<file path="src/bbx_regs.svh">
// register map, field positions, reset values and timing counts for the execute unit
`ifndef BBX_REGS_SVH
`define BBX_REGS_SVH

// ==========================================================================
// apb register offsets (byte addresses)
`define BBX_CTRL_OFS 12'h000
`define BBX_INSTR_OFS 12'h004
`define BBX_ACC_OFS 12'h008
`define BBX_STATUS_OFS 12'h00c
`define BBX_BANK_OFS 12'h010
`define BBX_PC_OFS 12'h014
`define BBX_MEM_OFS 12'h018
`define BBX_MADDR_OFS 12'h01c
`define BBX_STATE_OFS 12'h020

// ==========================================================================
// status flag positions
`define BBX_FLAG_C 0
`define BBX_FLAG_DC 1
`define BBX_FLAG_Z 2
`define BBX_FLAG_OV 3
`define BBX_FLAG_N 4

// ==========================================================================
// control fields
`define BBX_CTRL_GO 0
`define BBX_CTRL_NEXT2 1

// ==========================================================================
// reset values and timing
`define BBX_ACC_RST 8'h00
`define BBX_STATUS_RST 5'h00
`define BBX_BANK_RST 4'h0
`define BBX_PC_RST 21'h000000
`define BBX_PHASES 4

`endif

</file>
<file path="src/bbx_pkg.sv">
// types shared by the execute unit files
package bbx_pkg;
   // =======================================================================
   // instruction classes
   typedef enum logic [3:0] {
      BBX_OP_NONE = 4'h0,
      BBX_OP_ADD_ACC_FILE_CARRY = 4'h1,
      BBX_OP_AND_LITERAL_ACC = 4'h2,
      BBX_OP_FILE_BIT_CLEAR = 4'h3,
      BBX_OP_FILE_BIT_SET = 4'h4,
      BBX_OP_BRANCH_IF_NEGATIVE = 4'h5,
      BBX_OP_RELATIVE_BRANCH = 4'h6,
      BBX_OP_TEST_SKIP_IF_ZERO = 4'h7,
      BBX_OP_TEST_SKIP_IF_ONE = 4'h8
   } bbx_op_t;

   // =======================================================================
   // execution states, one-hot
   typedef enum logic [3:0] {
      BBX_ST_IDLE = 4'b0001,
      BBX_ST_EXEC = 4'b0010,
      BBX_ST_NOP1 = 4'b0100,
      BBX_ST_NOP2 = 4'b1000
   } bbx_state_t;
endpackage

</file>
<file path="src/bbx_dec_if.sv">
// decoded instruction fields passed from decoder to executor
`timescale 1ns/10ps
interface bbx_dec_if;
   logic [15:0] word;
   bbx_pkg::bbx_op_t op;
   logic dest_file;
   logic bank_sel;
   logic [2:0] bit_idx;
   logic [7:0] file_addr;
   logic [7:0] literal;
   logic [10:0] offset;
   modport dec (input word, output op, output dest_file, output bank_sel,
      output bit_idx, output file_addr, output literal, output offset);
   modport exe (output word, input op, input dest_file, input bank_sel,
      input bit_idx, input file_addr, input literal, input offset);
endinterface

</file>
<file path="src/bbx_exec.sv">
// execute unit for a subset of the byte, bit and branch instructions
//
// Overview of operation
// - add acc, file and carry, five flags
// - d zero to acc, one to file
// - a zero selects access bank
// - and literal into acc, n z
// - branch if negative: pc+2+2n
// - taken branch two cycles, else one
// - unconditional branch always, two cycles
// - skip next when tested bit zero
// - skip next when tested bit one
// - skip discards fetched word, adds nop
// - skipped two-word instruction costs three
`timescale 1ns/10ps
`include "bbx_regs.svh"
module bbx_exec #(
   parameter int MEM_DEPTH = 256
) (
   input wire logic clock,
   input wire logic rst_n,
   input wire logic clk_en,
   input wire logic psel,
   input wire logic penable,
   input wire logic pwrite,
   input wire logic [11:0] paddr,
   input wire logic [31:0] pwdata,
   output logic [31:0] prdata,
   output logic pready,
   output logic pslverr,
   output logic busy,
   output logic [20:0] pc_out
);
   // ========================================================================
   // parameter check
   if (MEM_DEPTH < 256 || MEM_DEPTH > 4096
         || (MEM_DEPTH & (MEM_DEPTH - 1)) != 0) begin : g_bad_depth
      $error("bbx_exec: MEM_DEPTH must be a power of two in 256..4096");
   end
   localparam int AW = $clog2(MEM_DEPTH);

   // ========================================================================
   // state
   bbx_pkg::bbx_state_t state_reg;
   logic [1:0] phase_reg;
   logic [15:0] instr_reg;
   logic next_two_reg;
   logic [7:0] acc_reg;
   logic [4:0] status_reg;
   logic [3:0] bank_reg;
   logic [20:0] pc_reg;
   logic [7:0] mem_reg [MEM_DEPTH];
   logic [AW-1:0] maddr_reg;
   logic [AW-1:0] ea_reg;
   logic [7:0] opnd_reg;
   logic [7:0] res_reg;
   logic [4:0] flags_res_reg;
   logic wr_acc_reg;
   logic wr_file_reg;
   logic wr_pc_reg;
   logic skip_reg;
   logic [20:0] pc_tgt_reg;

   bbx_dec_if dif ();
   bbx_decode u_dec (
      .d(dif.dec)
   );
   assign dif.word = instr_reg;

   // ========================================================================
   // apb decode
   logic acc_phase;
   logic wr_go;
   logic wr_ok;
   logic [AW-1:0] ea_next;
   assign acc_phase = psel && penable && clk_en;
   // a transfer flagged at setup never writes, even if the run ended meanwhile
   assign wr_ok = state_reg == bbx_pkg::BBX_ST_IDLE && !pslverr;
   assign wr_go = acc_phase && pwrite && paddr == `BBX_CTRL_OFS && pwdata[`BBX_CTRL_GO]
      && wr_ok;

   // effective address: access bank or bank pointer
   always_comb begin
      if (dif.bank_sel) begin
         ea_next = AW'({bank_reg, dif.file_addr});
      end else if (dif.file_addr[7]) begin
         ea_next = AW'({4'hf, dif.file_addr});
      end else begin
         ea_next = AW'({4'h0, dif.file_addr});
      end
   end

   // ========================================================================
   // sequencer
   always_ff @(posedge clock) begin
      if (!rst_n) begin
         state_reg <= bbx_pkg::BBX_ST_IDLE;
         phase_reg <= 2'h0;
         busy <= 1'b0;
      end else if (clk_en) begin
         case (state_reg)
            bbx_pkg::BBX_ST_IDLE: begin
               if (wr_go) begin
                  state_reg <= bbx_pkg::BBX_ST_EXEC;
                  phase_reg <= 2'h0;
                  busy <= 1'b1;
               end
            end
            bbx_pkg::BBX_ST_EXEC: begin
               phase_reg <= phase_reg + 2'h1;
               if (phase_reg == 2'(`BBX_PHASES - 1)) begin
                  if (wr_pc_reg || skip_reg) begin
                     state_reg <= bbx_pkg::BBX_ST_NOP1;
                  end else begin
                     state_reg <= bbx_pkg::BBX_ST_IDLE;
                     busy <= 1'b0;
                  end
               end
            end
            bbx_pkg::BBX_ST_NOP1: begin
               phase_reg <= phase_reg + 2'h1;
               if (phase_reg == 2'(`BBX_PHASES - 1)) begin
                  if (skip_reg && next_two_reg) begin
                     state_reg <= bbx_pkg::BBX_ST_NOP2;
                  end else begin
                     state_reg <= bbx_pkg::BBX_ST_IDLE;
                     busy <= 1'b0;
                  end
               end
            end
            bbx_pkg::BBX_ST_NOP2: begin
               phase_reg <= phase_reg + 2'h1;
               if (phase_reg == 2'(`BBX_PHASES - 1)) begin
                  state_reg <= bbx_pkg::BBX_ST_IDLE;
                  busy <= 1'b0;
               end
            end
            default: begin
               state_reg <= bbx_pkg::BBX_ST_IDLE;
               busy <= 1'b0;
            end
         endcase
      end
   end

   // ========================================================================
   // datapath, one phase per quarter cycle
   logic [8:0] sum9;
   logic [4:0] nib5;
   logic [7:0] bit_mask;
   assign sum9 = {1'b0, acc_reg} + {1'b0, opnd_reg} + {8'h00, status_reg[`BBX_FLAG_C]};
   assign nib5 = {1'b0, acc_reg[3:0]} + {1'b0, opnd_reg[3:0]}
      + {4'h0, status_reg[`BBX_FLAG_C]};
   assign bit_mask = 8'h01 << dif.bit_idx;

   always_ff @(posedge clock) begin
      if (!rst_n) begin
         ea_reg <= '0;
         opnd_reg <= 8'h00;
         res_reg <= 8'h00;
         flags_res_reg <= `BBX_STATUS_RST;
         wr_acc_reg <= 1'b0;
         wr_file_reg <= 1'b0;
         wr_pc_reg <= 1'b0;
         skip_reg <= 1'b0;
         pc_tgt_reg <= `BBX_PC_RST;
      end else if (clk_en && state_reg == bbx_pkg::BBX_ST_EXEC) begin
         case (phase_reg)
            2'h0: begin
               ea_reg <= ea_next;
               wr_acc_reg <= 1'b0;
               wr_file_reg <= 1'b0;
               wr_pc_reg <= 1'b0;
               skip_reg <= 1'b0;
               flags_res_reg <= status_reg;
            end
            2'h1: begin
               if (dif.op == bbx_pkg::BBX_OP_AND_LITERAL_ACC) begin
                  opnd_reg <= dif.literal;
               end else begin
                  opnd_reg <= mem_reg[ea_reg];
               end
            end
            2'h2: begin
               case (dif.op)
                  bbx_pkg::BBX_OP_ADD_ACC_FILE_CARRY: begin
                     res_reg <= sum9[7:0];
                     flags_res_reg[`BBX_FLAG_C] <= sum9[8];
                     flags_res_reg[`BBX_FLAG_DC] <= nib5[4];
                     flags_res_reg[`BBX_FLAG_Z] <= sum9[7:0] == 8'h00;
                     flags_res_reg[`BBX_FLAG_N] <= sum9[7];
                     flags_res_reg[`BBX_FLAG_OV] <= (acc_reg[7] == opnd_reg[7])
                        && (sum9[7] != acc_reg[7]);
                     wr_acc_reg <= !dif.dest_file;
                     wr_file_reg <= dif.dest_file;
                  end
                  bbx_pkg::BBX_OP_AND_LITERAL_ACC: begin
                     res_reg <= acc_reg & opnd_reg;
                     flags_res_reg[`BBX_FLAG_Z] <= (acc_reg & opnd_reg) == 8'h00;
                     flags_res_reg[`BBX_FLAG_N] <= acc_reg[7] & opnd_reg[7];
                     wr_acc_reg <= 1'b1;
                  end
                  bbx_pkg::BBX_OP_FILE_BIT_CLEAR: begin
                     res_reg <= opnd_reg & ~bit_mask;
                     wr_file_reg <= 1'b1;
                  end
                  bbx_pkg::BBX_OP_FILE_BIT_SET: begin
                     res_reg <= opnd_reg | bit_mask;
                     wr_file_reg <= 1'b1;
                  end
                  bbx_pkg::BBX_OP_BRANCH_IF_NEGATIVE: begin
                     pc_tgt_reg <= pc_reg + 21'h2 + {{12{dif.literal[7]}}, dif.literal, 1'b0};
                     wr_pc_reg <= status_reg[`BBX_FLAG_N];
                  end
                  bbx_pkg::BBX_OP_RELATIVE_BRANCH: begin
                     pc_tgt_reg <= pc_reg + 21'h2 + {{9{dif.offset[10]}}, dif.offset, 1'b0};
                     wr_pc_reg <= 1'b1;
                  end
                  bbx_pkg::BBX_OP_TEST_SKIP_IF_ZERO: begin
                     skip_reg <= (opnd_reg & bit_mask) == 8'h00;
                  end
                  bbx_pkg::BBX_OP_TEST_SKIP_IF_ONE: begin
                     skip_reg <= (opnd_reg & bit_mask) != 8'h00;
                  end
                  default: begin
                     res_reg <= opnd_reg;
                  end
               endcase
            end
            default: begin
            end
         endcase
      end
   end

   // ========================================================================
   // architectural state: write-back in phase four, or by software when idle
   logic wb;
   assign wb = clk_en && state_reg == bbx_pkg::BBX_ST_EXEC && phase_reg == 2'h3;

   always_ff @(posedge clock) begin
      if (!rst_n) begin
         acc_reg <= `BBX_ACC_RST;
         status_reg <= `BBX_STATUS_RST;
         bank_reg <= `BBX_BANK_RST;
         instr_reg <= 16'h0000;
         next_two_reg <= 1'b0;
         maddr_reg <= '0;
      end else if (wb) begin
         status_reg <= flags_res_reg;
         if (wr_acc_reg) begin
            acc_reg <= res_reg;
         end
      end else if (acc_phase && pwrite && wr_ok) begin
         case (paddr)
            `BBX_CTRL_OFS: next_two_reg <= pwdata[`BBX_CTRL_NEXT2];
            `BBX_INSTR_OFS: instr_reg <= pwdata[15:0];
            `BBX_ACC_OFS: acc_reg <= pwdata[7:0];
            `BBX_STATUS_OFS: status_reg <= pwdata[4:0];
            `BBX_BANK_OFS: bank_reg <= pwdata[3:0];
            `BBX_MADDR_OFS: maddr_reg <= pwdata[AW-1:0];
            default: begin
            end
         endcase
      end
   end

   always_ff @(posedge clock) begin
      if (!rst_n) begin
         pc_reg <= `BBX_PC_RST;
      end else if (wb) begin
         if (wr_pc_reg) begin
            pc_reg <= pc_tgt_reg;
         end else begin
            pc_reg <= pc_reg + 21'h2;
         end
      end else if (clk_en && state_reg != bbx_pkg::BBX_ST_IDLE && phase_reg == 2'h3
            && skip_reg) begin
         pc_reg <= pc_reg + 21'h2;
      end else if (acc_phase && pwrite && wr_ok && paddr == `BBX_PC_OFS) begin
         pc_reg <= pwdata[20:0];
      end
   end

   // data memory, one generate per entry
   for (genvar gi = 0; gi < MEM_DEPTH; gi++) begin : g_mem
      always_ff @(posedge clock) begin
         if (!rst_n) begin
            mem_reg[gi] <= 8'h00;
         end else if (wb && wr_file_reg && ea_reg == AW'(gi)) begin
            mem_reg[gi] <= res_reg;
         end else if (acc_phase && pwrite && wr_ok && paddr == `BBX_MEM_OFS
               && maddr_reg == AW'(gi)) begin
            mem_reg[gi] <= pwdata[7:0];
         end
      end
   end

   // ========================================================================
   // apb read and answer
   always_ff @(posedge clock) begin
      if (!rst_n) begin
         prdata <= 32'h00000000;
         pready <= 1'b0;
         pslverr <= 1'b0;
         pc_out <= `BBX_PC_RST;
      end else if (clk_en) begin
         pc_out <= pc_reg;
         pready <= psel && !penable;
         pslverr <= 1'b0;
         if (psel && !penable) begin
            prdata <= 32'h00000000;
            case (paddr)
               `BBX_CTRL_OFS: prdata <= {30'h0, next_two_reg, 1'b0};
               `BBX_INSTR_OFS: prdata <= {16'h0, instr_reg};
               `BBX_ACC_OFS: prdata <= {24'h0, acc_reg};
               `BBX_STATUS_OFS: prdata <= {27'h0, status_reg};
               `BBX_BANK_OFS: prdata <= {28'h0, bank_reg};
               `BBX_PC_OFS: prdata <= {11'h0, pc_reg};
               `BBX_MEM_OFS: prdata <= {24'h0, mem_reg[maddr_reg]};
               `BBX_MADDR_OFS: prdata <= 32'(maddr_reg);
               `BBX_STATE_OFS: prdata <= {26'h0, phase_reg, 2'h0,
                  state_reg == bbx_pkg::BBX_ST_IDLE, busy};
               default: pslverr <= 1'b1;
            endcase
            if (pwrite && paddr != `BBX_STATE_OFS && state_reg != bbx_pkg::BBX_ST_IDLE) begin
               pslverr <= 1'b1;
            end
         end
      end
   end
endmodule

</file>
<file path="src/bbx_decode.sv">
// instruction word decoder
`timescale 1ns/10ps
module bbx_decode (
   bbx_dec_if.dec d
);
   // ========================================================================
   // field extraction
   always_comb begin
      d.dest_file = d.word[9];
      d.bank_sel = d.word[8];
      d.bit_idx = d.word[11:9];
      d.file_addr = d.word[7:0];
      d.literal = d.word[7:0];
      d.offset = d.word[10:0];
      if (d.word[15:10] == 6'b001000) begin
         d.op = bbx_pkg::BBX_OP_ADD_ACC_FILE_CARRY;
      end else if (d.word[15:8] == 8'b00001011) begin
         d.op = bbx_pkg::BBX_OP_AND_LITERAL_ACC;
      end else if (d.word[15:12] == 4'b1001) begin
         d.op = bbx_pkg::BBX_OP_FILE_BIT_CLEAR;
      end else if (d.word[15:12] == 4'b1000) begin
         d.op = bbx_pkg::BBX_OP_FILE_BIT_SET;
      end else if (d.word[15:8] == 8'b11100110) begin
         d.op = bbx_pkg::BBX_OP_BRANCH_IF_NEGATIVE;
      end else if (d.word[15:11] == 5'b11010) begin
         d.op = bbx_pkg::BBX_OP_RELATIVE_BRANCH;
      end else if (d.word[15:12] == 4'b1011) begin
         d.op = bbx_pkg::BBX_OP_TEST_SKIP_IF_ZERO;
      end else if (d.word[15:12] == 4'b1010) begin
         d.op = bbx_pkg::BBX_OP_TEST_SKIP_IF_ONE;
      end else begin
         d.op = bbx_pkg::BBX_OP_NONE;
      end
   end
endmodule

</file>
<file path="config.mk">
export PLATFORM = sky130hd
export DESIGN_NAME = bbx_exec
export DESIGN_NICKNAME = d
export VERILOG_FILES = /design/src/bbx_pkg.sv /design/src/bbx_dec_if.sv /design/src/bbx_exec.sv /design/src/bbx_decode.sv
export VERILOG_INCLUDE_DIRS = /design/src
export SDC_FILE = /design/constraint.sdc
export NUM_CORES = 2
export LEC_CHECK = 0
export BUFFER_PORTS_ARGS = -buffer_cell sky130_fd_sc_hd__buf_4
export CORE_UTILIZATION = 45
export DETAILED_ROUTE_END_ITERATION = 10
export PLACE_DENSITY = 0.69
export SYNTH_ARGS = -nofsm -noshare
export SYNTH_HDL_FRONTEND = slang
export SYNTH_SLANG_ARGS = --single-unit
</file>
<file path="constraint.sdc">
create_clock -name clock -period 7.3 [get_ports clock]
set_input_delay 2.19 -clock clock [delete_from_list [all_inputs] [get_ports clock]]
set_output_delay 2.19 -clock clock [all_outputs]
set_load 0.005 [all_outputs]
</file>
# Word level (Yosys, flattened, before mapping)
# Memory sizes are Yosys's and may differ from the RTL's. A register that Yosys moved wholly into a read port is not among the register bits.
# Index checks and enable logic that the tools add are counted.
[totals] ff_bits=179 ramBits=2048 output_inout_bits=56 word_cells=4050 n_memories=1
[mem_list] name="mem_reg" depth=256 width=8 read_ports=2 rd_ports_with_merged_regs=2 wr=256 line="bbx_exec.sv:52" source="logic [7:0] mem_reg [MEM_DEPTH];"
[classes] n_addsub=8 n_eq_ne=557 shifts=1 n_mux=2364 bitwise=520 n_reduce_logical=575
[op_table] cell="8-bit two-way mux" n=521
[op_table] cell="8-bit equality test, second input constant" n=257
[op_table] cell="1-bit two-way mux" n=1803
[op_table] cell="8-bit by 7-bit equality test with 1-bit output, second input constant" n=128
[op_table] cell="1-bit logical AND" n=533
[op_table] cell="8-bit by 6-bit equality test with 1-bit output, second input constant" n=64
[op_table] cell="1-bit bitwise OR" n=512
[op_table] cell="8-bit by 5-bit equality test with 1-bit output, second input constant" n=32
[op_table] cell="21-bit one-hot mux with 9 select lines" n=1
[op_table] cell="8-bit by 4-bit equality test with 1-bit output, second input constant" n=17
[op_table] cell="21-bit two-way mux" n=4
[op_table] cell="8-bit by 3-bit equality test with 1-bit output, second input constant" n=8
[op_table] cell="4-bit two-way mux" n=13
[op_table] cell="12-bit by 5-bit equality test with 1-bit output, second input constant" n=4
[op_table] cell="21-bit adder" n=2
[op_table] cell="21-bit one-hot mux with 2 select lines" n=1
[op_table] cell="8-bit logical NOT" n=5
[op_table] cell="8-bit one-hot mux with 5 select lines" n=1
[op_table] cell="3-bit AND reduction" n=13
[op_table] cell="8-bit by 2-bit equality test with 1-bit output, second input constant" n=4
[op_table] cell="8-bit AND" n=3
[op_table] cell="12-bit by 4-bit equality test with 1-bit output, second input constant" n=2
[op_table] cell="4-bit equality test, second input constant" n=6
[op_table] cell="21-bit by 2-bit adder with 21-bit output, second input constant" n=1
[op_table] cell="50 further kinds" n=90

# Longest topological paths before layout
[logic_depth] word_depth=13 mapped_depth=14

# Hierarchy
# From an unflattened synthesis, not the netlist that was laid out.
[unflattened] cells_unflattened=10280 hier_area_um2=132962.5
[modules_own_cells] module="bbx_exec" instances=1 cells_each=10230 area_per_inst_um2=132600.9
[modules_own_cells] module="bbx_decode" instances=1 cells_each=50 area_per_inst_um2=361.6

# Worst setup path before layout
# OpenSTA, ideal clock, no wires.
[synth_timing] path_kind="input to register" startpoint="input port clk_en" endpoint="memory mem_reg[100][0] (enable)" setup_ns=0.378 arrival_time_ns=4.688 setup_slack_ns=2.234 path_stages=9 path_cell_list="clkbuf_1 -> nand2_1 -> or4_1 -> buf_2 -> nor4_2 -> nand2_1 -> buf_2 -> clkbuf_1 -> o221ai_1"
[synth_lines] element="start: declaration" line="bbx_exec.sv:22" source="input wire logic clk_en,"
[synth_lines] element="end: declaration" line="bbx_exec.sv:52"

==> results.md <==
* Outcome: finished with violations
* Failing checks: capacitance limit, slew limit
* Wire length of the first global-routing pass at 737800 um
* Ratio of final minimum period to clock period at 77.62%
* Initial antenna violation count at 38
* CTS tree: done
* Starting Density at a little under half
* CP top delay family: simple AND/OR/NAND/NOR gates
* Worst clock skew at around 54 ps
* Static power due to leakage at 43.71 nW
* Max FFs per register at 2048
* Die Y-Extent at 545.2 um
* Post-CTS Hold Buffers at 0
* Maximum number of pins on one net before global-route repair at ~190
* Synthesis Warnings at 0
* Worst path bufs/invs at 2
* Worst-case headroom to the max-slew limit at -8.290%
* Total die area at 297200 um2
* Max-capacitance violation count at 3
* Power Density at 198.3 nW/um2
* Number of buffers created by CTS at 235
* Routability cong. at 1.061
* Cells after Synth at around 9000
* Layout overhead on the synthesized area at 9.218%
* Worst Path Required at 7820 ps
* Total overflow reported by the global router at 0
* Proportion of layout cells with a drive suffix above 1 at between 20 and 30%
* Cell row count at 199
* Adder-cell share of the synthesized area at less than 1%
* Commonest cells after routing, fill and taps aside: sky130_fd_sc_hd__edfxtp_1, sky130_fd_sc_hd__a22o_1, sky130_fd_sc_hd__mux4_2
* Bufs on Longest Clock Path at 4
* Crit path top cell by count: sky130_fd_sc_hd__buf_4
* Synthesized-area fraction occupied by and/or/nand/nor cells at 3.703%
* Final setup violation count at 0
* X dimension of the die at 545.2 um
* Post-Syn Area per Cell at 14.63 um2
* Worst-case vdd ir drop at between 0.0002 and 0.00025 V
* Slowest-stage cell, CP: sky130_fd_sc_hd__o221ai_1
* Hold Crit Depth at 2
* Count of state elements after synthesis at 2232
* Clk_lat worst skew at about 950 ps
* # resized after CTS at 0
* Core Area at 293600 um2
* Number of cells on the worst reg-to-reg path at 9
* Post-synthesis compound-gate area fraction at 20.65%
* Detailed Route WL at 525100 um
* Post-CTS setup repair buffer count at 0
* Number of search-and-repair iterations in the first detailed-routing pass at 9
* Worst slew pin tran at 1612 ps
* Netlist area before placement at 132800 um2
* Total count of max-transition violations in the final report at 8
* Count of clock tree sinks at 2232
* I/O Pins at 106
* Detail-routed net length per standard cell at 41.32 um
* Kind of start point of the critical path: primary input
* Count of nets left with antenna violations after detail routing at 0
* Distinct cells, synth at 81
* Parity-gate share of the synthesized area counting xor and xnor cells at 0.3035%
* Fraction of registers with async set/reset at 0%
* Total number of nets in the final design at 8664
* Register area share after synthesis at 49.10%
* Clock root buffer: sky130_fd_sc_hd__clkbuf_16
* Class of the tightest hold or removal check: reg2reg
* Cells traversed along the worst timing path: buf_4 -> nor4_1 -> buf_4 -> nand4_1 -> nor3_2 -> and2_1 -> nand2_4 -> o221ai_1
* Sum of internal, switching and leakage power at 28.75 mW
* Depth of the CTS H-tree at 4
* Commonest non-fill, non-tap cell in the layout: sky130_fd_sc_hd__edfxtp_1
* Remaining design rule violation count at 0
* Number of buffers inserted by port buffering at 83
* Vias in the first global route at 96360
* Flip-flop cell with the highest count after synthesis: sky130_fd_sc_hd__edfxtp_1
* Share of cell area taken by muxes after synthesis at 22.41%
* Crit path time final at 5666 ps
* Total routing resource utilization after global routing at 34.35%
* Maximum fanout along the worst path at 35
* DP Wirelength at 342000 um
* Endpoints failing hold at 0
* Count of flip-flops with a built-in enable after synthesis at 2048
* Vias per cell at ~8.0
* Vias at 101700
* Worst path max stage delay at 1250 ps
* Endpoint kind of the worst setup timing path: flip-flop
* Unrepaired setup endpoints after global routing: no
* Largest family of logic cells by synthesized area: multiplexers
* Reg clk slew, reported paths at 70 ps
* DRT iter0 DRCs at 19430
* Highest clock frequency the design can meet at 176.5 MHz
* Critical path class: in2reg
* Critical path data arrival time at 6190 ps
* Count of cell instances traversed by the critical path at 8
* Setup_tns at 0 ps
[worst register-to-register path, delay by kind of cell (launching register included)]
kind	cells	cell delay (ps)
compound gates	4	1690
buf+inv	2	1150
flops	1	810
mux	2	1030
simple gates	1	630
[area by class of cell]
| class | count | area (um2) |
|---|---|---|
| sequential | 2232 | 65250 |
| inverter | 30 | 120.1 |
| antenna | 15 | 37.54 |
| clock buffer | 269 | 6200 |
| tap | 3919 | 4903 |
| clock inverter | 156 | 1538 |
| multi-input combinational | 5692 | 63270 |
| timing repair buffer | 394 | 3676 |
| fill | 24110 | 148600 |
[per-stage QoR]
step                cells  hold WS [ps]  util, %  setup WS (ps)  cell area, um2
floorplan            9086         431.4        -           2234          132800
global placement    12270         444.6    46.74          980.2          137200
detailed placement  12270         443.8    46.74          909.6          137200
CTS                 12690         452.5    49.38           1844          145000
global route        12690         482.0    49.38           1590          145000
finish              12710         455.0    49.39           1634          145000
[metal layers]
| layer | GRT usage, % | part of all wire, % | up-vias |
|---|---|---|---|
| met2 | 48.70 | 42 | 10370 |
| met1 | 42.81 | 32 | 51110 |
| met5 | 0.6250 | 0.081 | - |
| met4 | 21.74 | 8.1 | 39 |
| met3 | 14.98 | 18 | 2196 |
| li1 | - | - | 37980 |
[cells in the mapped netlist, drive strengths merged, types with 105 or more instances]
cell,count,area (um2)
a211oi,312,4354
a21oi,139,695.7
a22o,2029,17770
buf,310,1498
clkbuf,822,3085
dfxtp,184,3684
edfxtp,2048,61500
mux2i,197,1972
mux4,1221,27500
nand2,267,1010
nor2,460,1732
o21ai,105,525.5
o221ai,259,2268
[cells by family after synthesis]
logic type	Yosys count
flip-flops	2232
AND/OR/NAND/NOR	1087
XOR/XNOR	46
adder cells (fa/ha/maj)	30
buffers and inverters	1162
AO/OA/AOI/OAI	3075
other	1
multiplexers	1443
[report_power, final]
part,switching [mW],internal (mW),leakage (nW)
logic,0.938,0.524,18.7
registers,0.351,14.5,21.2
clock network,5.51,6.95,3.80
[final timing paths]
| check | end | slack, ps | from |
|---|---|---|---|
| min | pc_tgt_reg[12] | 450 | pc_tgt_reg[12] |
| min reg2reg | pc_tgt_reg[12] | 450 | pc_tgt_reg[12] |
| max | mem_reg[209][3] | 1630 | paddr[1] |
| max reg2reg | prdata[4] | 1790 | flip-flop |
No activity file was read; power rests on OpenSTA's default activity.
